==> src/core/acp_pkg.sv <==
// Package for the action-command scheduler with time synchronisation.
// Assumes a 20 MHz system clock and an AXI4-Lite register bus of 32 bits.
package acp_pkg;

	// Clock and timing
	localparam int          CLK_PERIOD_NS   = 50;
	localparam int          CLK_MHZ         = 20;
	localparam int          SYNC_PERIOD_US  = 1000;
	localparam int          SYNC_PERIOD_CYC = SYNC_PERIOD_US * CLK_MHZ;
	localparam logic [63:0] NS_STEP         = 64'(CLK_PERIOD_NS);

	// Queue and bus geometry
	localparam int QUEUE_DEPTH = 4;
	localparam int ADDR_W      = 8;

	// Register byte offsets
	localparam logic [7:0] OFS_CTRL      = 8'h00;
	localparam logic [7:0] OFS_STATUS    = 8'h04;
	localparam logic [7:0] OFS_UNIT_KEY  = 8'h08;
	localparam logic [7:0] OFS_GRP_KEY   = 8'h0C;
	localparam logic [7:0] OFS_GRP_MASK  = 8'h10;
	localparam logic [7:0] OFS_ENTRY_IDX = 8'h14;
	localparam logic [7:0] OFS_Q_DEPTH   = 8'h18;
	localparam logic [7:0] OFS_CAP_LO    = 8'h1C;
	localparam logic [7:0] OFS_CAP_HI    = 8'h20;
	localparam logic [7:0] OFS_OWN_QUAL  = 8'h24;
	localparam logic [7:0] OFS_PATH_DLY  = 8'h28;
	localparam logic [7:0] OFS_DROP_CNT  = 8'h2C;

	// Control register fields
	localparam int BIT_SYNC_EN = 0;
	localparam int BIT_CLEAR   = 1;
	localparam int BIT_CAPTURE = 2;

	// Reset values
	localparam logic [7:0]  RST_OWN_QUAL = 8'h80;
	localparam logic [31:0] RST_KEY      = 32'h0000_0000;

	// AXI responses
	localparam logic [1:0] RESP_OKAY   = 2'b00;
	localparam logic [1:0] RESP_SLVERR = 2'b10;

	// Synchronisation exchange states, one bit changes per step except the return from ACP_WAIT_RESP to ACP_IDLE
	typedef enum logic [1:0] {
		ACP_IDLE      = 2'b00,
		ACP_WAIT_SYNC = 2'b01,
		ACP_WAIT_RESP = 2'b11
	} acp_sync_t;

endpackage

==> src/core/acp_sched.sv <==
// Action-command filter, scheduled trigger queue and synchronised time counter.
// Assumes link-side parsers on the same clock deliver decoded messages as pulses.
//
// Overview of operation
// (RULE1) Act only when group keys match
// (RULE2) Masks ANDed; any set bit executes
// (RULE3) Entry index fixed, reads zero
// (RULE4) Queue size readable as integer
// (RULE5) Keep time counter synced to master
// (RULE6) Best-master selection picks best clock
// (RULE7) Equal quality: smallest MAC wins
// (RULE8) Path delay from exchanged message timestamps
// (RULE9) Slave corrects its clock by offset
// (RULE10) Exchange repeats periodically against drift
// (RULE11) Synchronisation idle unless enabled
// (RULE12) Ready for commands only when synced
// (RULE13) Untimed command exposes at once
// (RULE14) Timed command queued, fires at time
// (RULE15) Host configures keys before commanding
// (RULE16) Clear command zeroes time counter; a delay response applied in the same cycle overrides it
// (RULE17) Capture copies counter to holding register
// (RULE18) Unit key mismatch discards command first
// (RULE19) Full queue drops new timed command
//
// Local design decisions: the placing of the registers and the AXI4-Lite register port.
`timescale 1ns/100ps
`default_nettype none

module acp_sched #(
	parameter int QD         = acp_pkg::QUEUE_DEPTH,
	parameter int PERIOD_CYC = acp_pkg::SYNC_PERIOD_CYC
) (
	// Clock and reset
	input  wire logic                       clock,
	input  wire logic                       srst,
	// AXI4-Lite write address and data
	input  wire logic [acp_pkg::ADDR_W-1:0] s_axi_awaddr,
	input  wire logic                       s_axi_awvalid,
	output logic                            s_axi_awready,
	input  wire logic [31:0]                s_axi_wdata,
	input  wire logic [3:0]                 s_axi_wstrb,
	input  wire logic                       s_axi_wvalid,
	output logic                            s_axi_wready,
	// AXI4-Lite write response
	output logic [1:0]                      s_axi_bresp,
	output logic                            s_axi_bvalid,
	input  wire logic                       s_axi_bready,
	// AXI4-Lite read
	input  wire logic [acp_pkg::ADDR_W-1:0] s_axi_araddr,
	input  wire logic                       s_axi_arvalid,
	output logic                            s_axi_arready,
	output logic [31:0]                     s_axi_rdata,
	output logic [1:0]                      s_axi_rresp,
	output logic                            s_axi_rvalid,
	input  wire logic                       s_axi_rready,
	// Clock quality announcements
	input  wire logic                       ann_valid,
	input  wire logic [7:0]                 ann_quality,
	input  wire logic [47:0]                ann_mac,
	input  wire logic [47:0]                own_mac,
	// Synchronisation messages
	input  wire logic                       sync_valid,
	input  wire logic [63:0]                sync_origin,
	input  wire logic                       resp_valid,
	input  wire logic [63:0]                resp_time,
	output logic                            delay_req_send,
	// Action commands
	input  wire logic                       cmd_valid,
	input  wire logic [31:0]                cmd_unit_key,
	input  wire logic [31:0]                cmd_group_key,
	input  wire logic [31:0]                cmd_group_mask,
	input  wire logic                       cmd_has_time,
	input  wire logic [63:0]                cmd_time,
	// Status and trigger
	output logic                            action_ready,
	output logic                            exposure_start,
	output logic                            is_master,
	output logic [63:0]                     time_now
);
	import acp_pkg::*;

	typedef struct packed {
		logic                  aw_hold;
		logic [ADDR_W-1:0]     aw_addr;
		logic                  w_hold;
		logic [31:0]           w_data;
		logic [3:0]            w_strb;
		logic                  bvalid;
		logic [1:0]            bresp;
		logic                  rvalid;
		logic [31:0]           rdata;
		logic [1:0]            rresp;
		logic                  sync_en;
		logic [31:0]           unit_key;
		logic [31:0]           grp_key;
		logic [31:0]           grp_mask;
		logic [7:0]            own_qual;
		logic [63:0]           now;
		logic [63:0]           captured;
		acp_sync_t             st;
		logic [31:0]           period_cnt;
		logic [63:0]           t1;
		logic [63:0]           t2;
		logic [63:0]           t3;
		logic [31:0]           path_dly;
		logic                  synced;
		logic                  best_vld;
		logic [7:0]            best_qual;
		logic [47:0]           best_mac;
		logic [QD-1:0]         q_vld;
		logic [QD-1:0][63:0]   q_time;
		logic                  expose;
		logic                  dreq;
		logic [31:0]           drop_cnt;
	} acp_state_t;

	acp_state_t s_ff;
	acp_state_t nxt_s;

	// Byte-lane merge for writable registers
	function automatic logic [31:0] acp_merge(input logic [31:0] old_v,
		input logic [31:0] new_v, input logic [3:0] strb);
		logic [31:0] r;
		r = old_v;
		for (int b = 0; b < 4; b++) begin
			if (strb[b]) begin
				r[b*8 +: 8] = new_v[b*8 +: 8];
			end
		end
		return r;
	endfunction

	// Lower quality figure wins; on a tie the smaller MAC
	function automatic logic acp_better(input logic [7:0] qa, input logic [47:0] ma,
		input logic [7:0] qb, input logic [47:0] mb);
		return (qa < qb) || ((qa == qb) && (ma < mb));
	endfunction

	// Wrap-safe comparison of time against a target
	function automatic logic acp_reached(input logic [63:0] now_v, input logic [63:0] tgt);
		logic [63:0] diff;
		diff = now_v - tgt;
		return !diff[63];
	endfunction

	logic          master_role;
	logic          unit_ok;
	logic          group_ok;
	logic          mask_ok;
	logic          acc;
	logic          q_full;
	logic [31:0]   free_cnt;
	logic          wr_fire;
	logic [7:0]    wr_ofs;
	logic [7:0]    rd_ofs;
	logic          q_idle;

	// Master when nobody better has announced itself
	assign master_role = !s_ff.best_vld ||
		acp_better(s_ff.own_qual, own_mac, s_ff.best_qual, s_ff.best_mac); // see (RULE6) (RULE7)

	// Command filtering chain
	assign unit_ok  = (cmd_unit_key == s_ff.unit_key);        // see (RULE18)
	assign group_ok = (cmd_group_key == s_ff.grp_key);        // see (RULE1)
	assign mask_ok  = |(cmd_group_mask & s_ff.grp_mask);      // see (RULE2)
	assign acc      = cmd_valid && s_ff.synced && unit_ok && group_ok && mask_ok; // see (RULE12)
	assign q_full   = &s_ff.q_vld;
	assign q_idle   = !(|s_ff.q_vld);

	// Free entries, shown in status
	always_comb begin
		free_cnt = '0;
		for (int i = 0; i < QD; i++) begin
			free_cnt = free_cnt + {31'h0000_0000, !s_ff.q_vld[i]};
		end
	end

	assign wr_fire = s_ff.aw_hold && s_ff.w_hold && !s_ff.bvalid;
	assign wr_ofs  = {s_ff.aw_addr[7:2], 2'b00};
	assign rd_ofs  = {s_axi_araddr[7:2], 2'b00};

	// Next-state logic for bus, time base, sync exchange and queue
	always_comb begin
		logic [63:0] fwd;
		logic [63:0] bwd;
		logic [63:0] ofs;
		logic        placed;
		fwd    = '0;
		bwd    = '0;
		ofs    = '0;
		placed = 1'b0;
		nxt_s  = s_ff;
		nxt_s.expose = 1'b0;
		nxt_s.dreq   = 1'b0;
		nxt_s.now    = s_ff.now + NS_STEP;

		// Write address and data are taken in either order
		if (s_axi_awvalid && !s_ff.aw_hold) begin
			nxt_s.aw_hold = 1'b1;
			nxt_s.aw_addr = s_axi_awaddr;
		end
		if (s_axi_wvalid && !s_ff.w_hold) begin
			nxt_s.w_hold = 1'b1;
			nxt_s.w_data = s_axi_wdata;
			nxt_s.w_strb = s_axi_wstrb;
		end
		if (s_ff.bvalid && s_axi_bready) begin
			nxt_s.bvalid = 1'b0;
		end
		if (wr_fire) begin
			nxt_s.aw_hold = 1'b0;
			nxt_s.w_hold  = 1'b0;
			nxt_s.bvalid  = 1'b1;
			nxt_s.bresp   = RESP_OKAY;
			case (wr_ofs)
				OFS_CTRL: begin
					if (s_ff.w_strb[0]) begin
						nxt_s.sync_en = s_ff.w_data[BIT_SYNC_EN];
						if (s_ff.w_data[BIT_CLEAR]) begin
							nxt_s.now = '0; // see (RULE16)
						end
						if (s_ff.w_data[BIT_CAPTURE]) begin
							nxt_s.captured = s_ff.now; // see (RULE17)
						end
					end
				end
				OFS_UNIT_KEY:  nxt_s.unit_key = acp_merge(s_ff.unit_key, s_ff.w_data, s_ff.w_strb);
				OFS_GRP_KEY:   nxt_s.grp_key  = acp_merge(s_ff.grp_key, s_ff.w_data, s_ff.w_strb);
				OFS_GRP_MASK:  nxt_s.grp_mask = acp_merge(s_ff.grp_mask, s_ff.w_data, s_ff.w_strb);
				OFS_OWN_QUAL: begin
					if (s_ff.w_strb[0]) begin
						nxt_s.own_qual = s_ff.w_data[7:0];
					end
				end
				// Index is fixed; the write completes but stores nothing
				OFS_ENTRY_IDX: nxt_s.bresp = RESP_OKAY; // see (RULE3)
				OFS_STATUS, OFS_Q_DEPTH, OFS_CAP_LO, OFS_CAP_HI,
				OFS_PATH_DLY, OFS_DROP_CNT: nxt_s.bresp = RESP_OKAY;
				default: nxt_s.bresp = RESP_SLVERR;
			endcase
		end

		// Read path, one word per request
		if (s_ff.rvalid && s_axi_rready) begin
			nxt_s.rvalid = 1'b0;
		end
		if (s_axi_arvalid && !s_ff.rvalid) begin
			nxt_s.rvalid = 1'b1;
			nxt_s.rresp  = RESP_OKAY;
			case (rd_ofs)
				OFS_CTRL:      nxt_s.rdata = {31'h0000_0000, s_ff.sync_en};
				OFS_STATUS:    nxt_s.rdata = {free_cnt[15:0], 13'h0000, s_ff.st,
					master_role};
				OFS_UNIT_KEY:  nxt_s.rdata = s_ff.unit_key;
				OFS_GRP_KEY:   nxt_s.rdata = s_ff.grp_key;
				OFS_GRP_MASK:  nxt_s.rdata = s_ff.grp_mask;
				OFS_ENTRY_IDX: nxt_s.rdata = 32'h0000_0000;          // see (RULE3)
				OFS_Q_DEPTH:   nxt_s.rdata = 32'(QD);                // see (RULE4)
				OFS_CAP_LO:    nxt_s.rdata = s_ff.captured[31:0];
				OFS_CAP_HI:    nxt_s.rdata = s_ff.captured[63:32];
				OFS_OWN_QUAL:  nxt_s.rdata = {24'h00_0000, s_ff.own_qual};
				OFS_PATH_DLY:  nxt_s.rdata = s_ff.path_dly;
				OFS_DROP_CNT:  nxt_s.rdata = s_ff.drop_cnt;
				default: begin
					nxt_s.rdata = 32'h0000_0000;
					nxt_s.rresp = RESP_SLVERR;
				end
			endcase
		end

		// Keep the best foreign clock seen so far
		if (ann_valid && (!s_ff.best_vld ||
			acp_better(ann_quality, ann_mac, s_ff.best_qual, s_ff.best_mac))) begin
			nxt_s.best_vld  = 1'b1; // see (RULE6) (RULE7)
			nxt_s.best_qual = ann_quality;
			nxt_s.best_mac  = ann_mac;
		end

		// Periodic delay exchange as slave; a master is its own reference
		if (!s_ff.sync_en) begin
			nxt_s.st         = ACP_IDLE; // see (RULE11)
			nxt_s.synced     = 1'b0;
			nxt_s.period_cnt = '0;
		end else if (master_role) begin
			nxt_s.st     = ACP_IDLE;
			nxt_s.synced = 1'b1; // see (RULE5)
		end else begin
			nxt_s.period_cnt = (s_ff.period_cnt == 32'(PERIOD_CYC - 1)) ? '0
				: s_ff.period_cnt + 32'h0000_0001;
			case (s_ff.st)
				ACP_IDLE: begin
					if (s_ff.period_cnt == '0) begin
						nxt_s.st = ACP_WAIT_SYNC; // see (RULE10)
					end
				end
				ACP_WAIT_SYNC: begin
					if (sync_valid) begin
						nxt_s.t1   = sync_origin;
						nxt_s.t2   = s_ff.now;
						nxt_s.t3   = s_ff.now;
						nxt_s.dreq = 1'b1; // see (RULE8)
						nxt_s.st   = ACP_WAIT_RESP;
					end
				end
				ACP_WAIT_RESP: begin
					if (resp_valid) begin
						// Half the difference of the two legs is our offset
						fwd = s_ff.t2 - s_ff.t1;
						bwd = s_ff.t3 - resp_time;
						fwd = fwd + bwd;
						ofs = {fwd[63], fwd[63:1]};
						bwd = (s_ff.t2 - s_ff.t1) - (s_ff.t3 - resp_time);
						nxt_s.path_dly = 32'(bwd >> 1);              // see (RULE8)
						nxt_s.now      = s_ff.now + NS_STEP - ofs;  // see (RULE9)
						nxt_s.synced   = 1'b1;
						nxt_s.st       = ACP_IDLE;
					end
				end
				default: nxt_s.st = ACP_IDLE;
			endcase
		end

		// Due entries fire; several at once give one exposure
		for (int i = 0; i < QD; i++) begin
			if (s_ff.q_vld[i] && acp_reached(s_ff.now, s_ff.q_time[i])) begin
				nxt_s.q_vld[i] = 1'b0; // see (RULE14)
				nxt_s.expose   = 1'b1;
			end
		end

		// Accepted commands: at once, queued, or dropped when full
		if (acc && !cmd_has_time) begin
			nxt_s.expose = 1'b1; // see (RULE13)
		end else if (acc && q_full) begin
			nxt_s.drop_cnt = s_ff.drop_cnt + 32'h0000_0001; // see (RULE19)
		end else if (acc) begin
			for (int i = 0; i < QD; i++) begin
				if (!s_ff.q_vld[i] && !placed) begin
					nxt_s.q_vld[i]  = 1'b1; // see (RULE14)
					nxt_s.q_time[i] = cmd_time;
					placed          = 1'b1;
				end
			end
		end
	end

	// State register
	always_ff @(posedge clock) begin
		if (srst) begin
			s_ff          <= '0;
			s_ff.st       <= ACP_IDLE;
			s_ff.unit_key <= RST_KEY;
			s_ff.grp_key  <= RST_KEY;
			s_ff.own_qual <= RST_OWN_QUAL;
		end else begin
			s_ff <= nxt_s;
		end
	end

	// Handshakes from state, data from flops
	assign s_axi_awready  = !s_ff.aw_hold;
	assign s_axi_wready   = !s_ff.w_hold;
	assign s_axi_bvalid   = s_ff.bvalid;
	assign s_axi_bresp    = s_ff.bresp;
	assign s_axi_arready  = !s_ff.rvalid;
	assign s_axi_rvalid   = s_ff.rvalid;
	assign s_axi_rdata    = s_ff.rdata;
	assign s_axi_rresp    = s_ff.rresp;
	assign delay_req_send = s_ff.dreq;
	assign action_ready   = s_ff.synced;
	assign exposure_start = s_ff.expose;
	assign is_master      = master_role;
	assign time_now       = s_ff.now;
endmodule

`default_nettype wire

==> config.mk <==
export PLATFORM = sky130hd
export DESIGN_NAME = acp_sched
export DESIGN_NICKNAME = d
export VERILOG_FILES = /design/src/core/acp_pkg.sv /design/src/core/acp_sched.sv
export SDC_FILE = /design/constraint.sdc
export NUM_CORES = 2
export LEC_CHECK = 0
export CAP_MARGIN = 25
export CORE_MARGIN = 3
export CORE_UTILIZATION = 40
export DETAILED_ROUTE_END_ITERATION = 10
export DONT_BUFFER_PORTS = 1
export PLACE_DENSITY = 0.53
export SLEW_MARGIN = 10
export SYNTH_ARGS = -nofsm -noshare
export SYNTH_HDL_FRONTEND = slang
export SYNTH_SLANG_ARGS = --single-unit
==> constraint.sdc <==
create_clock -name clock -period 28.7 [get_ports clock]
set_input_delay 7.175 -clock clock [delete_from_list [all_inputs] [get_ports clock]]
set_output_delay 7.175 -clock clock [all_outputs]
set_load 0.005 [all_outputs]
---- Yosys cells after proc, flatten, opt, wreduce, memory -nomap -nowiden ----
Cells that the tools add are included.
cells by class
  shift operators ......................... 0
  add/sub/neg operators ................... 15
  divide/modulo/power cells ............... 0
  multipliers ............................. 0
  bitwise gates (word level) .............. 7
  reduce and logical (&&, ||, !) cells .... 84
  eq/ne operators ......................... 32
  multiplexer cells ....................... 57
  $lt $le $gt $ge ......................... 4
operators by type and width
  cell                     count
  $mux W260                3
  $mux W64                 10
  $sub A64 B64 Y64         7
  $mux W128                3
  $pmux W32 S11            1
  $lt A48 B48 Y1           2
  $add A32 B1 Y32 const B  2
  $add A64 B6 Y64 const B  1
  $add A64 B64 Y64         1
  $eq A32 B32 Y1           2
  $eq A6 B3 Y1 const B     8
  $eq A6 B4 Y1 const B     8
  $reduce_and A3 Y1        15
  $mux W35                 1
  $sub A33 B33 Y33         1
  $and A32 B32 Y32         1
  $eq A32 B15 Y1 const B   1
  $logic_not A32 Y1        1
  $mux W32                 1
  $reduce_and A4 Y1        8
  $reduce_or A32 Y1        1
  $mux W1                  31
  $eq A6 B2 Y1 const B     4
  $reduce_or A12 Y1        2
  23 further kinds         84
word-level totals
  output and inout bits ................... 109
  logic and storage cells ................. 242
  input port bits ......................... 456
  bits in latches ......................... 0
  memory bits (writable) .................. 0
  memory bits (read-only) ................. 0
  bits in registers ....................... 863
  memories ................................ 0

---- Depth between registers and ports, before layout ----
  word-level depth ........................ 25
  mapped depth ............................ 43
  depth with buffers taken out ............ 42

---- Worst setup path after synthesis ----
OpenSTA, ideal clock, no wires.
  path kind ............................... input-to-output
  start ................................... in own_mac[21]
  end ..................................... out is_master
  path slack .............................. 12,530 ps
  data required time ...................... 21,525 ps
  stages on the path ...................... 11
  data arrival time ....................... 8,995 ps
  buffers on the path ..................... 1
  path through ............................ ha_1 -> a21o_1 -> a21o_1 -> a21oi_1 -> o21ai_0 -> a2111oi_0 -> o21ai_0 -> nand3_1 -> nand2_1 -> clkbuf_1 -> inv_1
between the ends
  cells in the longest elaborated chain, start to end .. 4
RTL lines
  element              RTL line          RTL
  start, declared      acp_sched.sv:60   input wire logic [47:0] own_mac,
  $lt A48 B48 Y1       acp_sched.sv:136  return (qa < qb) || ((qa == qb) && (ma < mb));
  $logic_and A1 B1 Y1  acp_sched.sv:136
  $logic_or A1 B1 Y1   acp_sched.sv:136
  $logic_or A1 B1 Y1   acp_sched.sv:159  assign master_role = !s_ff.best_vld ||
  end, declared        acp_sched.sv:77   output logic is_master,
Every way passes these cells.

---- Worst setup path in the final report ----
Same ends and word-level chain as after synthesis.

==> results_dict.tcl <==
set metrics [dict create \
    crit_start "own_mac[21]" \
    dieArea_sq_mm 0.152 \
    hold_viol 0 \
    dpl_cell_area_sq_mm 0.0601 \
    worstHoldPathType "flip-flop to flip-flop" \
    clockBufferDepth 3 \
    synth_cell_types 98 \
    drive_above_1_share_pct 4.53 \
    yosysSeqAreaShare_pct 29.0 \
    portBuffers 0 \
    fmax_mhz 58.8 \
    die_x_microns 390 \
    crit_fanout 17 \
    vdd_drop_max_mv 0.0508 \
    cts.repair.resized 0 \
    yosysWarnings 0 \
    crit_type "primary input to primary output" \
    clkLatencyLatePin_ps 730 \
    numCtsBuffers 103 \
    cap_violations 0 \
    grt_antenna_before_repair 13 \
    synth_top_family_by_area "compound AO/OA/AOI/OAI gates" \
    gp_congestion 0.934 \
    place_ws_ps 11540 \
    tns_ps 0 \
    rows 140 \
    r2r_start "s_ff[384]" \
    grt_max_degree 798 \
    pin_count 565 \
    synth.area.mux_share_pct 4.15 \
    critPathCaptureType "primary output" \
    synth_commonest_cells "nand2_1, a21oi_1, dfxtp_1" \
    cp_slowest_cell "a2111oi_0" \
    synth_simple_gate_area_share_pct 19.1 \
    drtIter0Drc 4175 \
    path_cells "ha_1 > a21o_1 > a21o_1 > a21oi_1 > o21ai_0 > a2111oi_0 > o21ai_0 > nand3_1 > nand2_1 > buf_4 > inv_1" \
    track_usage_pct 27.5 \
    rsz0062_at_grt "false" \
    holdBufCountCts 0 \
    required_ps 21520 \
    relSlewSlack_pct -95.4 \
    layout.nets 8548 \
    cts_root_buf "clkbuf_16" \
    drc 0 \
    synth_flop_cell "dfxtp_1" \
    worst_ep_arrival_time_ps 9850 \
    synth.largest_area_cell "dfxtp_1" \
    synth_area_sq_mm 0.0591 \
    yosys.area.top_type_share_pct 29.0 \
    grt_pass1_vias 50400 \
    synth_compound_area_share_pct 20.2 \
    htreeDepth 3 \
    synth_edf_count 0 \
    worstHoldStart "s_ff[94]" \
    wl_per_cell_microns 23.1 \
    num-fill-cells 15000 \
    crit_buf_inv 2 \
    fp.coreArea_sq_mm 0.146 \
    syn-instance-count 7695 \
    dp_hpwl_microns 167000 \
    grt_overflow 0 \
    synth.most_common_cell "nand2_1" \
    clkSinkCount 858 \
    synth-seq-cells 858 \
    synth_fa_ha_area_share_pct 14.0 \
    clk_pin_slew_worst_paths_ps 60 \
    slew_viol_final 590 \
    start_util_pct 40.4 \
    period_share_pct 59.3 \
    layout_setup_ws_ps 11680 \
    grt_pass1_wl_microns 322000 \
    finalPower_w 0.00286 \
    num_vias 53000 \
    first_pass_iters 8 \
    die_y_microns 390 \
    period_minus_slack_ps 17020 \
    crit_family "compound AO/OA/AOI/OAI gates" \
    cts_tree "built" \
    synthXorXnorAreaFrac_pct 6.36 \
    area_growth_syn_to_layout_pct 7.94 \
    post_cts_buffers 0 \
    antenna_left 0 \
    synth_area_leaders "dfxtp_1, ha_1, a21oi_1, nand2_1, nor2_1" \
    finalClockSkew_ps 37.7 \
    wirelength_microns 218000 \
    setup_violations 0 \
    via_per_inst 5.61 \
    slowest_delay_ps 600 \
    design_area_sq_mm 0.0638 \
    violations "slew limit" \
    synth.avg_cell_area_sq_um 7.68 \
    start_kind "primary input" \
    worst_slew_pin_slew_ps 2930 \
    p_leak_nw 27.3 \
    outcome "finished, violations left" \
    power.density_mw_per_mm2 44.9 \
    async_flop_share_pct 0 \
]
## where the power goes
part | internal (W) | total [W] | switching [W]
clock | 0.000843 | 0.00141 | 0.000570
combinational | 0.0000908 | 0.000235 | 0.000144
sequential | 0.00120 | 0.00121 | 0.0000122
## layer usage
| metal | up-vias | global-route usage [%] | share of wire, % |
|---|---|---|---|
| met5 | - | 0 | 0.0087 |
| met4 | 2 | 8.86 | 3.5 |
| met3 | 314 | 5.29 | 7.1 |
| met2 | 1630 | 43.8 | 44 |
| met1 | 25100 | 37.3 | 45 |
| li1 | 26000 | - | - |
## path summary, 6_finish.rpt
path / to / slack [ps] / depth (start not counted)
max reg2reg: time_now[61] / 19390 / 41
min reg2reg: s_ff[94] / 450 / 2
min: s_ff[94] / 450 / 2
max: is_master / 11680 / 11
## area by class of cell
cell class                      instances  area (sq um)  share of cell area [%]
Antenna cell                            5          12.5                  0.0196
Clock buffer                          145          2980                    4.66
Clock inverter                         48           688                    1.08
Inverter                              581          2180                    3.42
Multi-Input combinational cell       5814         37800                    59.2
Sequential cell                       858         17200                    26.9
Tap cell                             1917          2400                    3.76
Timing Repair Buffer                   78           606                   0.949
## worst reg2reg max path, delay by kind of cell (launching register included)
kind,cells,cell delay (ps)
xor+xnor,3,640
compound gates,25,5800
fa+ha+maj,4,1390
buf+inv,1,70
simple gates,8,910
flops,1,330
## placed cells by master (no fill, tap or decap), types with 18 or more instances in the layout
| cell | Yosys | routed |
|---|---|---|
| o21a_1 | 36 | 36 |
| o21bai_1 | 50 | 50 |
| clkinv_2 | 0 | 22 |
| nand4_1 | 153 | 153 |
| o21ai_1 | 18 | 18 |
| inv_1 | 581 | 581 |
| nand3_1 | 182 | 180 |
| a21oi_1 | 864 | 863 |
| a22oi_1 | 103 | 103 |
| nor2b_1 | 73 | 72 |
| and3_1 | 59 | 59 |
| nor3_1 | 67 | 62 |
| buf_4 | 100 | 77 |
| clkbuf_16 | 0 | 104 |
| clkbuf_8 | 0 | 22 |
| a21o_1 | 293 | 293 |
| nand2_1 | 1141 | 1136 |
| clkbuf_1 | 296 | 19 |
| dfxtp_1 | 858 | 858 |
| a211oi_1 | 48 | 48 |
| mux2i_1 | 243 | 243 |
| xnor2_1 | 244 | 244 |
| nor4_1 | 37 | 37 |
| a31oi_1 | 57 | 57 |
| o211ai_1 | 23 | 23 |
| a221oi_1 | 25 | 25 |
| xor2_1 | 181 | 181 |
| nand2b_1 | 64 | 64 |
| nor2_1 | 669 | 663 |
| ha_1 | 650 | 650 |
| o21ai_0 | 243 | 243 |
| or3_1 | 30 | 30 |
## cells by family (layout without fill, tap and decap cells)
group / Yosys count / count (layout)
AO/OA/AOI/OAI: 1929 / 1929
XOR/XNOR: 427 / 427
adder cells (fa/ha/maj): 656 / 656
buffers and inverters: 1024 / 852
flip-flops: 858 / 858
multiplexers: 245 / 245
other: 1 / 7
AND/OR/NAND/NOR: 2555 / 2555
## flip-flops by register name, summed over array words and instances, names as in the netlist
name and cells:
s_axi_bresp 1, exposure_start 1, s_axi_rvalid 1, delay_req_send 1, action_ready 1, s_axi_bvalid 1
time_now 64, s_ff 755, s_axi_rresp 1, s_axi_rdata 32
## through the flow
| step | util (%) | instances | hold WS (ps) |
|---|---|---|---|
| floorplan | - | 7696 | 429 |
| global placement | 41.1 | 9246 | 436 |
| detailed placement | 41.1 | 9247 | 443 |
| CTS | 43.6 | 9440 | 451 |
| global route | 43.6 | 9444 | 461 |
| finish | 43.6 | 9446 | 448 |
Power figures use the tool's default switching activity.
